===== config.mk =====
export PLATFORM = sky130hd
export DESIGN_NAME = sadec_top
export DESIGN_NICKNAME = d
export VERILOG_FILES = /design/src/sadec_pkg.sv /design/src/sadec_top.sv
export SDC_FILE = /design/constraint.sdc
export NUM_CORES = 1
export LEC_CHECK = 0
export BUFFER_PORTS_ARGS = -buffer_cell sky130_fd_sc_hd__buf_4
export CAP_MARGIN = 40
export CORE_ASPECT_RATIO = 0.9
export CORE_MARGIN = 10
export CORE_UTILIZATION = 53
export CTS_BUF_LIST = sky130_fd_sc_hd__clkbuf_4 sky130_fd_sc_hd__clkbuf_8 sky130_fd_sc_hd__clkbuf_16
export CTS_CLUSTER_SIZE = 12
export DETAILED_ROUTE_END_ITERATION = 10
export PLACE_DENSITY = 0.91
export SLEW_MARGIN = 30
export SYNTH_ARGS = -nofsm -noshare
export SYNTH_HDL_FRONTEND = slang
export SYNTH_SLANG_ARGS = --single-unit

===== constraint.sdc =====
create_clock -name i_core_clk -period 0.8 [get_ports i_core_clk]
set_clock_uncertainty 0.15 [all_clocks]
set_input_delay 0.08 -clock i_core_clk [delete_from_list [all_inputs] [get_ports i_core_clk]]
set_output_delay 0.08 -clock i_core_clk [all_outputs]
set_load 0.05 [all_outputs]

===== src/sadec_pkg.sv =====
`default_nettype none
package sadec_pkg;

  // =====================================================================
  // Address regions
  localparam logic [31:0] CODE_LO   = 32'h0000_0000;
  localparam logic [31:0] CODE_HI   = 32'h1FFF_FFFF;
  localparam logic [31:0] FLASH_LO  = 32'h1000_0000;
  localparam logic [31:0] FLASH_HI  = 32'h1005_FFFF;
  localparam logic [31:0] INFO_LO   = 32'h1080_0000;
  localparam logic [31:0] INFO_HI   = 32'h1080_3FFF;
  localparam logic [31:0] SRAM_LO   = 32'h2000_0000;
  localparam logic [31:0] SRAM_HI   = 32'h2002_7FFF;
  localparam logic [31:0] APB_LO    = 32'h4000_0000;
  localparam logic [31:0] APB_HI    = 32'h400F_FFFF;
  localparam logic [31:0] XRAM_LO   = 32'h6000_0000;
  localparam logic [31:0] XRAM_HI   = 32'h9FFF_FFFF;
  localparam logic [31:0] XDEV_LO   = 32'hA000_0000;
  localparam logic [31:0] XDEV_HI   = 32'hDFFF_FFFF;
  localparam logic [31:0] PPB_LO    = 32'hE000_0000;
  localparam logic [31:0] PPB_HI    = 32'hE00F_FFFF;
  localparam logic [31:0] VEND_LO   = 32'hE010_0000;
  localparam logic [31:0] VEND_HI   = 32'hFFFF_FFFF;

  // =====================================================================
  // Peripheral windows
  localparam int          NUM_PERIPH = 34;
  localparam logic [31:0] PERIPH_BASE [NUM_PERIPH] = '{
    32'h4000_0000, 32'h4000_0400, 32'h4000_0800, 32'h4000_3000, 32'h4000_3400,
    32'h4000_5000, 32'h4000_7400, 32'h4000_8000, 32'h4000_9000, 32'h4000_F000,
    32'h4001_0000, 32'h4001_1000, 32'h4001_2000, 32'h4001_3000, 32'h4001_D000,
    32'h4001_E000, 32'h4001_F000, 32'h4002_8000, 32'h4002_9000, 32'h4002_A000,
    32'h4004_2000, 32'h4004_3000, 32'h4004_4000, 32'h4004_6000, 32'h4004_7000,
    32'h4004_8000, 32'h4004_D000, 32'h4006_0000, 32'h4010_6000, 32'h4010_6800,
    32'h4010_6C00, 32'h4011_4000, 32'h4011_5000, 32'h4014_5000};
  // A set bit marks a 1KB window; a clear bit a 4KB window. Bit n is entry n.
  // Entries 0 to 6, 18, 19 and 28 to 30 are the 1KB windows.
  localparam logic [NUM_PERIPH-1:0] PERIPH_SMALL = 34'h0_700C_007F;
  localparam logic [5:0]  PERIPH_NONE = 6'h3F;
  localparam logic [11:0] OFFSET_RST  = 12'h000;

  // =====================================================================
  // Types
  typedef enum logic [1:0] {
    CTL_ICODE = 2'b00,
    CTL_DCODE = 2'b01,
    CTL_SYS   = 2'b10,
    CTL_DMA   = 2'b11
  } sadec_ctl_e;

  typedef enum logic [2:0] {
    TGT_ERROR = 3'b000,
    TGT_ICACHE = 3'b001,
    TGT_FLASH = 3'b010,
    TGT_INFO  = 3'b011,
    TGT_SRAM  = 3'b100,
    TGT_APB   = 3'b101,
    TGT_PPB   = 3'b110
  } sadec_tgt_e;

  typedef struct packed {
    logic        valid;
    sadec_ctl_e  ctl;
    logic [31:0] addr;
    logic        write;
    logic        priv;
  } sadec_req_s;

  typedef struct packed {
    logic        valid;
    sadec_tgt_e  target;
    logic [5:0]  periph;
    logic [11:0] offset;
    logic [31:0] addr;
    logic        write;
    logic        err;
  } sadec_rsp_s;

endpackage
`default_nettype wire


===== src/sadec_top.sv =====
// Function
// External RAM region unmapped, answers error.
// External device region unmapped, answers error.
// Private region only for core controllers.
// Private region needs privileged core mode.
// Vendor system region unmapped, answers error.
// Code fetches go to cache; misses fill.
// Code-data port reaches flash and info block.
// System port reaches SRAM, AHB, APB.
// DMA reaches system targets, not private region.
// Peripheral selected; offset passed onward.
// Exactly one peripheral per window.
// Low peripheral region routed through bridge.
// Unimplemented region answers bus error.
// Refused private access errors, no write.
`timescale 1ns/1ps
`default_nettype none
module sadec_top (
  input  wire logic                 i_core_clk,
  input  wire logic                 i_rst_n,
  input  wire sadec_pkg::sadec_req_s i_req,
  output logic                      o_req_ready,
  output sadec_pkg::sadec_rsp_s     o_rsp
);

  // =====================================================================
  // Range test
  function automatic logic in_rng(input logic [31:0] a, input logic [31:0] lo, input logic [31:0] hi);
    in_rng = (a >= lo) && (a <= hi);
  endfunction

  // =====================================================================
  // Peripheral window match
  logic [sadec_pkg::NUM_PERIPH-1:0] hit;

  for (genvar g = 0; g < sadec_pkg::NUM_PERIPH; g++) begin : g_win
    localparam logic [31:0] BASE = sadec_pkg::PERIPH_BASE[g];
    assign hit[g] = sadec_pkg::PERIPH_SMALL[g] ? (i_req.addr[31:10] == BASE[31:10])
                                               : (i_req.addr[31:12] == BASE[31:12]);
  end

  // Windows do not overlap, so the lowest hit is the only hit.
  function automatic logic [5:0] first_hit(input logic [sadec_pkg::NUM_PERIPH-1:0] h);
    first_hit = sadec_pkg::PERIPH_NONE;
    for (int k = sadec_pkg::NUM_PERIPH - 1; k >= 0; k--) begin
      if (h[k]) begin
        first_hit = 6'(k);
      end
    end
  endfunction

  wire logic [5:0] periph_idx = first_hit(hit);
  wire logic       periph_hit = |hit;
  wire logic       periph_small = periph_hit && sadec_pkg::PERIPH_SMALL[periph_idx];
  wire logic [11:0] periph_off = periph_small ? {2'b00, i_req.addr[9:0]} : i_req.addr[11:0];

  // =====================================================================
  // Region decode
  wire logic [31:0] a         = i_req.addr;
  wire logic        r_code    = in_rng(a, sadec_pkg::CODE_LO, sadec_pkg::CODE_HI);
  wire logic        r_flash   = in_rng(a, sadec_pkg::FLASH_LO, sadec_pkg::FLASH_HI);
  wire logic        r_info    = in_rng(a, sadec_pkg::INFO_LO, sadec_pkg::INFO_HI);
  wire logic        r_sram    = in_rng(a, sadec_pkg::SRAM_LO, sadec_pkg::SRAM_HI);
  wire logic        r_apb     = in_rng(a, sadec_pkg::APB_LO, sadec_pkg::APB_HI);
  wire logic        r_ppb     = in_rng(a, sadec_pkg::PPB_LO, sadec_pkg::PPB_HI);
  wire logic        is_core   = (i_req.ctl != sadec_pkg::CTL_DMA);
  wire logic        ppb_ok    = (i_req.ctl == sadec_pkg::CTL_SYS) && i_req.priv;

  // Peripherals above the bridged region still use the peripheral table.
  wire logic        r_periph  = periph_hit && (r_apb || a[31:29] == 3'b010);

  sadec_pkg::sadec_tgt_e tgt;

  // Code space belongs to the code ports; the rest to system port and DMA.
  // Regions external RAM, external device and vendor fall to the error default.
  always_comb begin
    tgt = sadec_pkg::TGT_ERROR;
    if (i_req.ctl == sadec_pkg::CTL_ICODE) begin
      if (r_code) begin
        tgt = sadec_pkg::TGT_ICACHE;
      end
    end else if (i_req.ctl == sadec_pkg::CTL_DCODE) begin
      if (r_flash) begin
        tgt = sadec_pkg::TGT_FLASH;
      end else if (r_info) begin
        tgt = sadec_pkg::TGT_INFO;
      end
    end else begin
      if (r_sram) begin
        tgt = sadec_pkg::TGT_SRAM;
      end else if (r_periph) begin
        tgt = sadec_pkg::TGT_APB;
      end else if (r_ppb && ppb_ok) begin
        tgt = sadec_pkg::TGT_PPB;
      end
    end
  end

  wire logic is_err = (tgt == sadec_pkg::TGT_ERROR);

  // =====================================================================
  // Response register
  // The decoder is a single pipeline stage, so it never stalls a controller.
  assign o_req_ready = 1'b1;

  sadec_pkg::sadec_rsp_s rsp_d;
  sadec_pkg::sadec_rsp_s rsp_q;

  always_comb begin
    rsp_d.valid  = i_req.valid;
    rsp_d.target = tgt;
    rsp_d.periph = (tgt == sadec_pkg::TGT_APB) ? periph_idx : sadec_pkg::PERIPH_NONE;
    rsp_d.offset = (tgt == sadec_pkg::TGT_APB) ? periph_off : sadec_pkg::OFFSET_RST;
    rsp_d.addr   = i_req.addr;
    rsp_d.write  = i_req.write && !is_err;
    rsp_d.err    = i_req.valid && is_err;
  end

  always_ff @(posedge i_core_clk or negedge i_rst_n) begin
    if (!i_rst_n) begin
      rsp_q <= '0;
    end else begin
      rsp_q <= rsp_d;
    end
  end

  assign o_rsp = rsp_q;
endmodule // sadec_top
`default_nettype wire


==> results.rst, run 1 <==
.. list-table::
   :header-rows: 1

   * - Metric
     - Value
   * - Simple-gate area share of the yosys netlist
     - 29.4%
   * - Number of enable-type register cells in the synthesized netlist
     - 0
   * - Total of cells resized after clock tree synthesis
     - 79
   * - Count of standard-cell rows
     - 24
   * - Run Error
     - [ERROR DPL-0033] detailed placement checks failed during check placement.
   * - Cell area reported after detailed placement
     - 4100 um2
   * - Post-synth net total
     - ~290
   * - Floorplan die height
     - 87.6 um
   * - Most used flip-flop cell after synthesis
     - sky130_fd_sc_hd__dfrtp_1
   * - Setup bufs post-CTS
     - 7
   * - Count of yosys warnings during synthesis
     - 0
   * - Deepest level of the CTS H-tree
     - 2
   * - Sinks on Clock Net
     - between 50 and 60
   * - Total of hold buffers inserted after clock tree synthesis
     - 26
   * - Detailed Place HPWL
     - roughly 7.6 mm
   * - Global placer's final weighted congestion
     - approximately 1.1
   * - Fraction of the mapped netlist area in adder cells
     - 0%
   * - Stage at which the flow ended
     - clock tree synthesis (4_1_cts)
   * - Cell area after technology mapping
     - 2690 um2
   * - Syn Inst Count
     - 255
   * - Max Root-Sink Buffers
     - 2
   * - Post-Synthesis Mean Instance Area
     - 10.6 um2
   * - Total of buffers placed on input and output ports
     - 94
   * - Post-synthesis mux area share
     - 0%
   * - Sequential element share of the synthesized area
     - about 52%
   * - Share of synthesized flip-flops with an asynchronous set or reset
     - 100%
   * - Cell at the root of the clock tree
     - sky130_fd_sc_hd__clkbuf_8
   * - Compound-cell area share of the yosys netlist
     - 13.0%
   * - Share of the synthesized netlist area taken by xor and xnor gates
     - 1.30%
   * - Count of pins on the block boundary
     - 96
   * - Overall die width
     - 95.1 um
   * - Largest family of logic cells by synthesized area
     - simple AND/OR/NAND/NOR gates
   * - Number of CTS-inserted buffers
     - 5
   * - Starting density of the core
     - 55.0%
   * - Pre-CTS WS
     - -1.69 ns
   * - Count of distinct cell types in the synthesized netlist
     - 60
   * - Yosys reg bits
     - 56
   * - Outcome
     - stopped before the end
## cell usage after synthesis (all sizes together) (3+ instances only)
cell type / count / area (um2)
a211oi: 4 / 30.0
a21oi: 6 / 30.0
a32oi: 4 / 35.0
and2: 11 / 68.8
and3: 3 / 18.8
and4: 4 / 35.0
buf: 8 / 48.8
clkbuf: 8 / 30.0
dfrtp: 56 / 1400
inv: 8 / 30.0
nand2: 11 / 41.3
nand2b: 8 / 50.1
nand3: 11 / 55.1
nand4: 8 / 50.1
nor2: 17 / 63.8
nor2b: 7 / 43.8
nor3: 7 / 35.0
nor4: 8 / 77.6
o2111ai: 3 / 32.5
o21ai: 6 / 30.0
o22ai: 5 / 31.3
or2: 6 / 37.5
or4: 4 / 37.5
xor2: 3 / 26.3
## through the flow
step,instances,hold slack [ns]
floorplan,255,-0.366
global placement,476,-0.220
detailed placement,476,-0.215
## kinds of logic after synthesis
| group | Yosys count |
|---|---|
| xor gates and xnor gates | 4 |
| other | 1 |
| buffers and inverters | 24 |
| AOI/OAI and AO/OA | 47 |
| and+or+nand+nor | 123 |
| DFF | 56 |
==> run 2: changes to the inputs <==
==> config.mk (replaced) <==
export PLATFORM = sky130hd
export DESIGN_NAME = sadec_top
export DESIGN_NICKNAME = d
export VERILOG_FILES = /design/src/sadec_pkg.sv /design/src/sadec_top.sv
export SDC_FILE = /design/constraint.sdc
export NUM_CORES = 1
export LEC_CHECK = 0
export BUFFER_PORTS_ARGS = -buffer_cell sky130_fd_sc_hd__buf_4
export CAP_MARGIN = 40
export CORE_MARGIN = 10
export CORE_UTILIZATION = 40
export DETAILED_ROUTE_END_ITERATION = 10
export PLACE_DENSITY_LB_ADDON = 0.15
export SLEW_MARGIN = 30
export SYNTH_ARGS = -nofsm -noshare
export SYNTH_HDL_FRONTEND = slang
export SYNTH_SLANG_ARGS = --single-unit
==> results.rst, run 2 <==
.. list-table::
   :header-rows: 1

   * - Metric
     - Value
   * - Pin count of the biggest net entering global routing
     - 29
   * - Number of global-route vias before repair
     - slightly below 3000
   * - Peak supply drop
     - 0.000859 V
   * - Clock power share
     - a little over a quarter
   * - Accumulated negative setup slack
     - -44.98 ns
   * - Yosys reg bits
     - 56 (unchanged)
   * - Cell area after technology mapping
     - 2690 um2 (unchanged)
   * - Required @ worst endpoint
     - 0.90 ns
   * - Flip-flop count of the largest register, all copies and words added
     - 56
   * - First-pass GRT wire length
     - 16.3 mm
   * - Number of CTS-inserted buffers
     - 5 (unchanged)
   * - Number of enable-type register cells in the synthesized netlist
     - 0 (unchanged)
   * - Count of pins on the block boundary
     - 96 (unchanged)
   * - Global-route total usage across every layer
     - 19.7%
   * - DRC marker count from the first detailed-route iteration
     - 193
   * - Fmax
     - 0.479 GHz
   * - M1 GR Usage
     - roughly 24%
   * - Arrival time at the worst endpoint
     - 2.18 ns
   * - Floorplan die height
     - 102 um (+16%)
   * - Worst Setup Slack, final
     - -1.29 ns
   * - Part of the power in combinational logic
     - 26.2%
   * - Total of endpoints with negative setup slack in the final report
     - 80
   * - Int Power
     - between 4000 and 5000 uW
   * - Violations in the final reports
     - hold timing, setup timing
   * - Routed vias/inst
     - 5.31
   * - Share of synthesized flip-flops with an asynchronous set or reset
     - 100% (unchanged)
   * - Sinks on Clock Net
     - 56 (unchanged)
   * - Non-filler instance count after layout
     - 541
   * - Post-synthesis mux area share
     - 0% (unchanged)
   * - Max Root-Sink Buffers
     - 2 (unchanged)
   * - Cell Count Post-Placement
     - 501 (+5.3%)
   * - RSZ-0062 raised after global routing
     - true
   * - Flop pwr share
     - 47.5%
   * - GR Util met3
     - 3.64%
   * - Total of buffers placed on input and output ports
     - 94 (unchanged)
   * - Number of filler instances in the final layout
     - 419
   * - Area Growth Syn to Fin
     - 84.8%
   * - Area share of the largest cell type after synthesis
     - 52.1% (unchanged)
   * - Overall die width
     - 102 um (+7.3%)
   * - Minimum hold slack
     - -0.168 ns
   * - Finished layout cell area
     - about 5000 um2
   * - Number of antenna violations at the first check in global routing
     - 0
   * - GRT busiest layer
     - met2
   * - Max Slew Vio Count
     - 0
   * - Dominant cell type by area after synthesis
     - sky130_fd_sc_hd__dfrtp_1
   * - Switching fraction of total power
     - 30.9%
   * - DR vias
     - approximately 2900
   * - Crit Path Max Fanout
     - 9
   * - Crit path from
     - i_req[28]
   * - Final count of hold timing violations
     - 17
   * - Cell Pwr Density
     - 1260 nW/um2
   * - Count of standard-cell rows
     - 29 (+21%)
   * - Tcrit/Tclk final
     - 261%
   * - Static power due to leakage
     - 0.00224 uW
   * - Net total in the final layout
     - 502
   * - Share of the synthesized netlist area taken by xor and xnor gates
     - 1.30% (unchanged)
   * - HP Class
     - in2reg
   * - Cell at the root of the clock tree
     - sky130_fd_sc_hd__clkbuf_8
   * - Launch point of the worst hold path
     - i_req[22]
   * - Count leader, synth
     - sky130_fd_sc_hd__dfrtp_1
   * - Critical Path Start Type
     - input pin
   * - Switching Power
     - 1940 uW
   * - Total routed wirelength
     - approximately 10 mm
   * - Cell area reported after detailed placement
     - 4210 um2 (+2.7%)
   * - Most used cells in the layout excluding fill and tap cells
     - 126 x sky130_fd_sc_hd__buf_4, 62 x sky130_fd_sc_hd__buf_6, 55 x sky130_fd_sc_hd__dfrtp_2
   * - Pre-CTS WS
     - -1.66 ns (+0.0362 ns)
   * - Area of the die
     - 10400 um2
   * - Met2 track demand over resource in global routing
     - 34.9%
   * - Most used flip-flop cell after synthesis
     - sky130_fd_sc_hd__dfrtp_1
   * - Sequential element share of the synthesized area
     - 52.1% (unchanged)
   * - Syn Inst Count
     - 255 (unchanged)
   * - Detailed Place HPWL
     - 7.48 mm (-1.7%)
   * - Simple-gate area share of the yosys netlist
     - 29.4% (unchanged)
   * - Average wire length per cell after detail routing
     - around 19 um
   * - DR DRC count
     - 0
   * - Time the final worst path needs with I/O delays and setup
     - around 2.1 ns
   * - Post-Synthesis Mean Instance Area
     - 10.6 um2 (unchanged)
   * - Number of nets with antenna violations after detailed routing
     - 0
   * - Sum of overflow across all layers after global routing
     - 0
   * - Post-synth net total
     - 294 (unchanged)
   * - Max Cap Viol
     - 0
   * - Fraction of the mapped netlist area in adder cells
     - 0% (unchanged)
   * - Layout cells sized above 1
     - 64.2%
   * - Commonest non-fill, non-tap cell in the layout
     - sky130_fd_sc_hd__buf_4
   * - Global placer's final weighted congestion
     - 0.944 (-15%)
   * - Antenna diodes
     - 0
   * - Count of yosys warnings during synthesis
     - 0 (unchanged)
   * - DR pass1 iterations
     - 4
   * - Crit. End Element
     - flip-flop
   * - CTS tree
     - done
   * - Area used by multi-input combinational logic
     - approximately 1300 um2
   * - FF/Latch Area
     - 1470 um2
   * - Largest family of logic cells by synthesized area
     - simple AND/OR/NAND/NOR gates
   * - Class of the most critical setup path
     - in2reg
   * - Outcome
     - complete, but fails checks
   * - Count of distinct cell types in the synthesized netlist
     - 60 (unchanged)
   * - Area contributors post-synth
     - sky130_fd_sc_hd__dfrtp_1 52%, sky130_fd_sc_hd__and2_1 2.6%, sky130_fd_sc_hd__nor2_1 2.4%
   * - Clock slew at the register clock pins of the worst setup and hold paths
     - 0.11 ns
   * - Deepest level of the CTS H-tree
     - 2 (unchanged)
   * - Most frequent cells after synthesis
     - 56 x sky130_fd_sc_hd__dfrtp_1, 17 x sky130_fd_sc_hd__nor2_1, 11 x sky130_fd_sc_hd__and2_1, 11 x sky130_fd_sc_hd__nand2_1, 11 x sky130_fd_sc_hd__nand3_1
   * - Compound-cell area share of the yosys netlist
     - 13.0% (unchanged)
   * - Starting density of the core
     - 41.7% (-13 points)
   * - Core Area
     - 6460 um2
## run 2: power by group through the flow
stage	clock network, uW	logic [uW]	registers (uW)
2_1_floorplan	0	303	3370
3_3_place_gp	0	1440	3010
3_5_place_dp	0	1440	3020
4_1_cts	1670	1620	2980
5_1_grt	1800	1740	2990
6_report	1650	1640	2980
## run 2: worst paths after layout
check	cells after the start	end
max in group asynchronous	3	o_rsp[27]
worst max-delay path	10	o_rsp[36]
min in group asynchronous	2	o_rsp[42]
worst min-delay path	2	o_rsp[22]
## run 2: critical path: stages
cell and delay [ns]:
sky130_fd_sc_hd__buf_8 0.10, sky130_fd_sc_hd__or4_4 0.57, sky130_fd_sc_hd__nor4_4 0.28, sky130_fd_sc_hd__buf_4 0.18, sky130_fd_sc_hd__a32oi_2 0.06, sky130_fd_sc_hd__o2111ai_2 0.20, sky130_fd_sc_hd__or2_1 0.15, sky130_fd_sc_hd__nor3b_4 0.25
sky130_fd_sc_hd__buf_6 0.17, sky130_fd_sc_hd__and2_1 0.14
## run 2: final cells by class
| type | instances | area share (%) |
|---|---|---|
| timing repair buffer | 217 | 39.3 |
| sequential | 56 | 29.6 |
| multi-input combinational | 175 | 26.6 |
| tap | 77 | 1.94 |
| clock buffer | 5 | 1.38 |
| inverter | 8 | 0.604 |
| clock inverter | 3 | 0.554 |
## run 2: cell families (layout without fill, tap and decap cells)
kind of cell              after synthesis  after routing
and+or+nand+nor                       123            123
DFF                                    56             56
buffers and inverters                  24            233
other                                   1              1
xor gates and xnor gates                4              4
AOI/OAI and AO/OA                      47             47
## run 2: through the flow
stage	utilization (%)	total power, uW
3_5_place_dp	65.2	4460
5_1_grt	77.0	6530
3_3_place_gp	65.2	4450
6_report	77.0	6280
4_1_cts	76.4	6270
2_1_floorplan	-	3670
## run 2: repair_timing
action                                  4_1_cts  5_1_grt
endpoints found under the setup margin       79       79
endpoints found under the hold margin       102       11
hold buffers                                 24        1
pin swaps                                    13       10
buffers inserted                             10        2
gates resized for setup                      80       14
cloned                                        1        0
## run 2: layer usage
| layer | up-vias | part of all wire (%) |
|---|---|---|
| li1 | 1359 | - |
| met1 | 1388 | 41 |
| met2 | 108 | 51 |
| met3 | 17 | 6.2 |
| met4 | 0 | 1.7 |
| met5 | - | 0 |
No activity file was read; power rests on OpenSTA's default activity.
==> run 3: changes to the inputs <==
--- a/config.mk
+++ b/config.mk
@@ -11,6 +11,8 @@
 export CORE_UTILIZATION = 40
 export DETAILED_ROUTE_END_ITERATION = 10
 export PLACE_DENSITY_LB_ADDON = 0.15
+export REMOVE_ABC_BUFFERS = 1
+export SKIP_LAST_GASP = 1
 export SLEW_MARGIN = 30
 export SYNTH_ARGS = -nofsm -noshare
 export SYNTH_HDL_FRONTEND = slang
==> results.rst, run 3 (synthesis results as in run 2) <==
.. list-table::
   :header-rows: 1

   * - Metric
     - Value
   * - DRC marker count from the first detailed-route iteration
     - 154 (-20%)
   * - Fmax
     - 0.454 GHz (-5.2%)
   * - Static power due to leakage
     - 0.00230 uW (+3.0%)
   * - Area Growth Syn to Fin
     - 82.8%
   * - Max Slew Vio Count
     - 0 (unchanged)
   * - Violations in the final reports
     - hold timing, setup timing
   * - Worst Setup Slack, final
     - -1.40 ns (-0.115 ns)
   * - Count of standard-cell rows
     - 29 (unchanged)
   * - Routed vias/inst
     - 5.31 (about the same)
   * - Number of filler instances in the final layout
     - 442 (+5.5%)
   * - Sum of overflow across all layers after global routing
     - 0 (unchanged)
   * - RSZ-0062 raised after global routing
     - true
   * - Most used cells in the layout excluding fill and tap cells
     - 120 x sky130_fd_sc_hd__buf_4, 67 x sky130_fd_sc_hd__buf_6, 56 x sky130_fd_sc_hd__dfrtp_1
   * - Overall power after layout
     - 6210 uW (-1.1%)
   * - Pin count of the biggest net entering global routing
     - 42 (+45%)
   * - Number of nets with antenna violations after detailed routing
     - 0 (unchanged)
   * - Critical Path Start Type
     - input pin
   * - Crit Path Max Fanout
     - 8 (-1)
   * - Minimum hold slack
     - -0.156 ns (+0.0112 ns)
   * - Class of the most critical setup path
     - in2reg
   * - Area used by multi-input combinational logic
     - 1270 um2 (-4.2%)
   * - Required @ worst endpoint
     - 0.89 ns (about the same)
   * - Peak supply drop
     - 0.000847 V (-1.3%)
   * - Starting density of the core
     - 41.7% (unchanged)
   * - Arrival time at the worst endpoint
     - 2.30 ns (+0.12 ns)
   * - Crit. End Element
     - flip-flop
   * - Detailed Place HPWL
     - 7.37 mm (-1.6%)
   * - Average wire length per cell after detail routing
     - 19.7 um (+4.6%)
   * - Cell at the root of the clock tree
     - sky130_fd_sc_hd__clkbuf_8
   * - Total routed wirelength
     - 10.7 mm (+4.4%)
   * - HP Class
     - in2reg
   * - Flip-flop count of the largest register, all copies and words added
     - 56 (unchanged)
   * - Clock slew at the register clock pins of the worst setup and hold paths
     - 0.10 ns (about the same)
   * - Cell Pwr Density
     - 1260 nW/um2 (about the same)
   * - Antenna diodes
     - 0 (unchanged)
   * - First-pass GRT wire length
     - 16.4 mm (+0.64%)
   * - Total of buffers placed on input and output ports
     - 94 (unchanged)
   * - Outcome
     - complete, but fails checks
   * - Count of pins on the block boundary
     - 96 (unchanged)
   * - CTS tree
     - done
   * - Area of the die
     - 10400 um2 (unchanged)
   * - Overall die width
     - 102 um (unchanged)
   * - DR pass1 iterations
     - 5 (+1)
   * - DR DRC count
     - 0 (unchanged)
   * - Total of endpoints with negative setup slack in the final report
     - 80 (unchanged)
   * - Tcrit/Tclk final
     - 275% (+14 points)
   * - Max Cap Viol
     - 0 (unchanged)
   * - Net total in the final layout
     - 501 (-0.20%)
   * - Floorplan die height
     - 102 um (unchanged)
   * - Commonest non-fill, non-tap cell in the layout
     - sky130_fd_sc_hd__buf_4
   * - Time the final worst path needs with I/O delays and setup
     - 2.20 ns (+0.115 ns)
   * - DR vias
     - 2867 (-0.17%)
   * - FF/Latch Area
     - 1400 um2 (-4.7%)
   * - Sinks on Clock Net
     - 56 (unchanged)
   * - Number of antenna violations at the first check in global routing
     - 0 (unchanged)
   * - Deepest level of the CTS H-tree
     - 2 (unchanged)
   * - Max Root-Sink Buffers
     - 2 (unchanged)
   * - Global-route total usage across every layer
     - 20.2% (+0.50 points)
   * - Layout cells sized above 1
     - 51.0% (-13 points)
   * - Number of CTS-inserted buffers
     - 5 (unchanged)
   * - Final count of hold timing violations
     - 15 (-2)
   * - Number of global-route vias before repair
     - 3010 (+0.97%)
   * - Core Area
     - 6460 um2 (unchanged)
   * - Global placer's final weighted congestion
     - 0.927 (-1.7%)
==> run 3: cell count changes in the layout (fill, tap and decap cells not counted), moves of 5 or more <==
cell,before,now
sky130_fd_sc_hd__buf_4,126,120
sky130_fd_sc_hd__dlygate4sd3_1,25,20
sky130_fd_sc_hd__buf_6,62,67
sky130_fd_sc_hd__dfrtp_2,55,0
sky130_fd_sc_hd__dfrtp_1,1,56
==> run 3: per-layer routing <==
layer | GRT usage (%) | share of wire [%] | vias to the layer above
met4 | 5.10 | 1.8 | 0
met2 | 35.9 | 50 | 119
met3 | 3.78 | 5.9 | 20
met5 | 0 | 0 | -
li1 | - | - | 1360
met1 | 24.6 | 42 | 1368
==> run 3: power by group <==
group,internal [uW],switching (uW),total (uW)
clock network,630,964,1590
registers,2920,50.4,2970
logic,758,884,1640
==> run 3: worst max-delay path, cell delays in order <==
cell and delay, ns:
sky130_fd_sc_hd__buf_8 0.10, sky130_fd_sc_hd__or4_4 0.59, sky130_fd_sc_hd__nor4_4 0.38, sky130_fd_sc_hd__a32oi_1 0.12, sky130_fd_sc_hd__o2111ai_2 0.22, sky130_fd_sc_hd__or2_1 0.16, sky130_fd_sc_hd__nor3b_4 0.22, sky130_fd_sc_hd__buf_6 0.14
sky130_fd_sc_hd__buf_12 0.10, sky130_fd_sc_hd__and3_1 0.18
==> run 3: per-stage QoR <==
step,instances,TNS (ns),worst slack (ns),util [%],instance area [um2]
after floorplan,239,-30.69,-1.43,-,2610
after global placement,495,-35.94,-1.75,63.3,4090
after detailed placement,495,-35.86,-1.73,63.3,4090
after CTS,531,-43.55,-1.28,73.8,4770
after global routing,540,-49.38,-1.49,76.2,4920
final,540,-45.52,-1.40,76.2,4920
==> run 3: layout make-up <==
type	count	share of cell area, %
Timing Repair Buffer	216	41.3
Sequential cell	56	28.5
Multi-Input combinational cell	175	25.8
Tap cell	77	1.96
Clock buffer	5	1.40
Inverter	8	0.610
Clock inverter	3	0.458
==> run 3: path summary, 6_finish.rpt <==
kind                       startpoint        end  slack, ns  cells past startpoint
max                         i_req[28]  o_rsp[44]      -1.40                     10
min                         i_req[33]  o_rsp[33]      -0.16                      2
max in group asynchronous     i_rst_n  o_rsp[51]       0.18                      3
min in group asynchronous     i_rst_n  o_rsp[22]       0.12                      3
==> run 3: what timing repair did <==
item                                    4_1_cts  5_1_grt
hold buffers                                 19        2
endpoints found under the setup margin       79       80
gates resized for setup                      79       16
setup buffers                                 9        7
pin swaps                                     7       11
hold endpoints to repair                    102       17
cloned                                        1        1
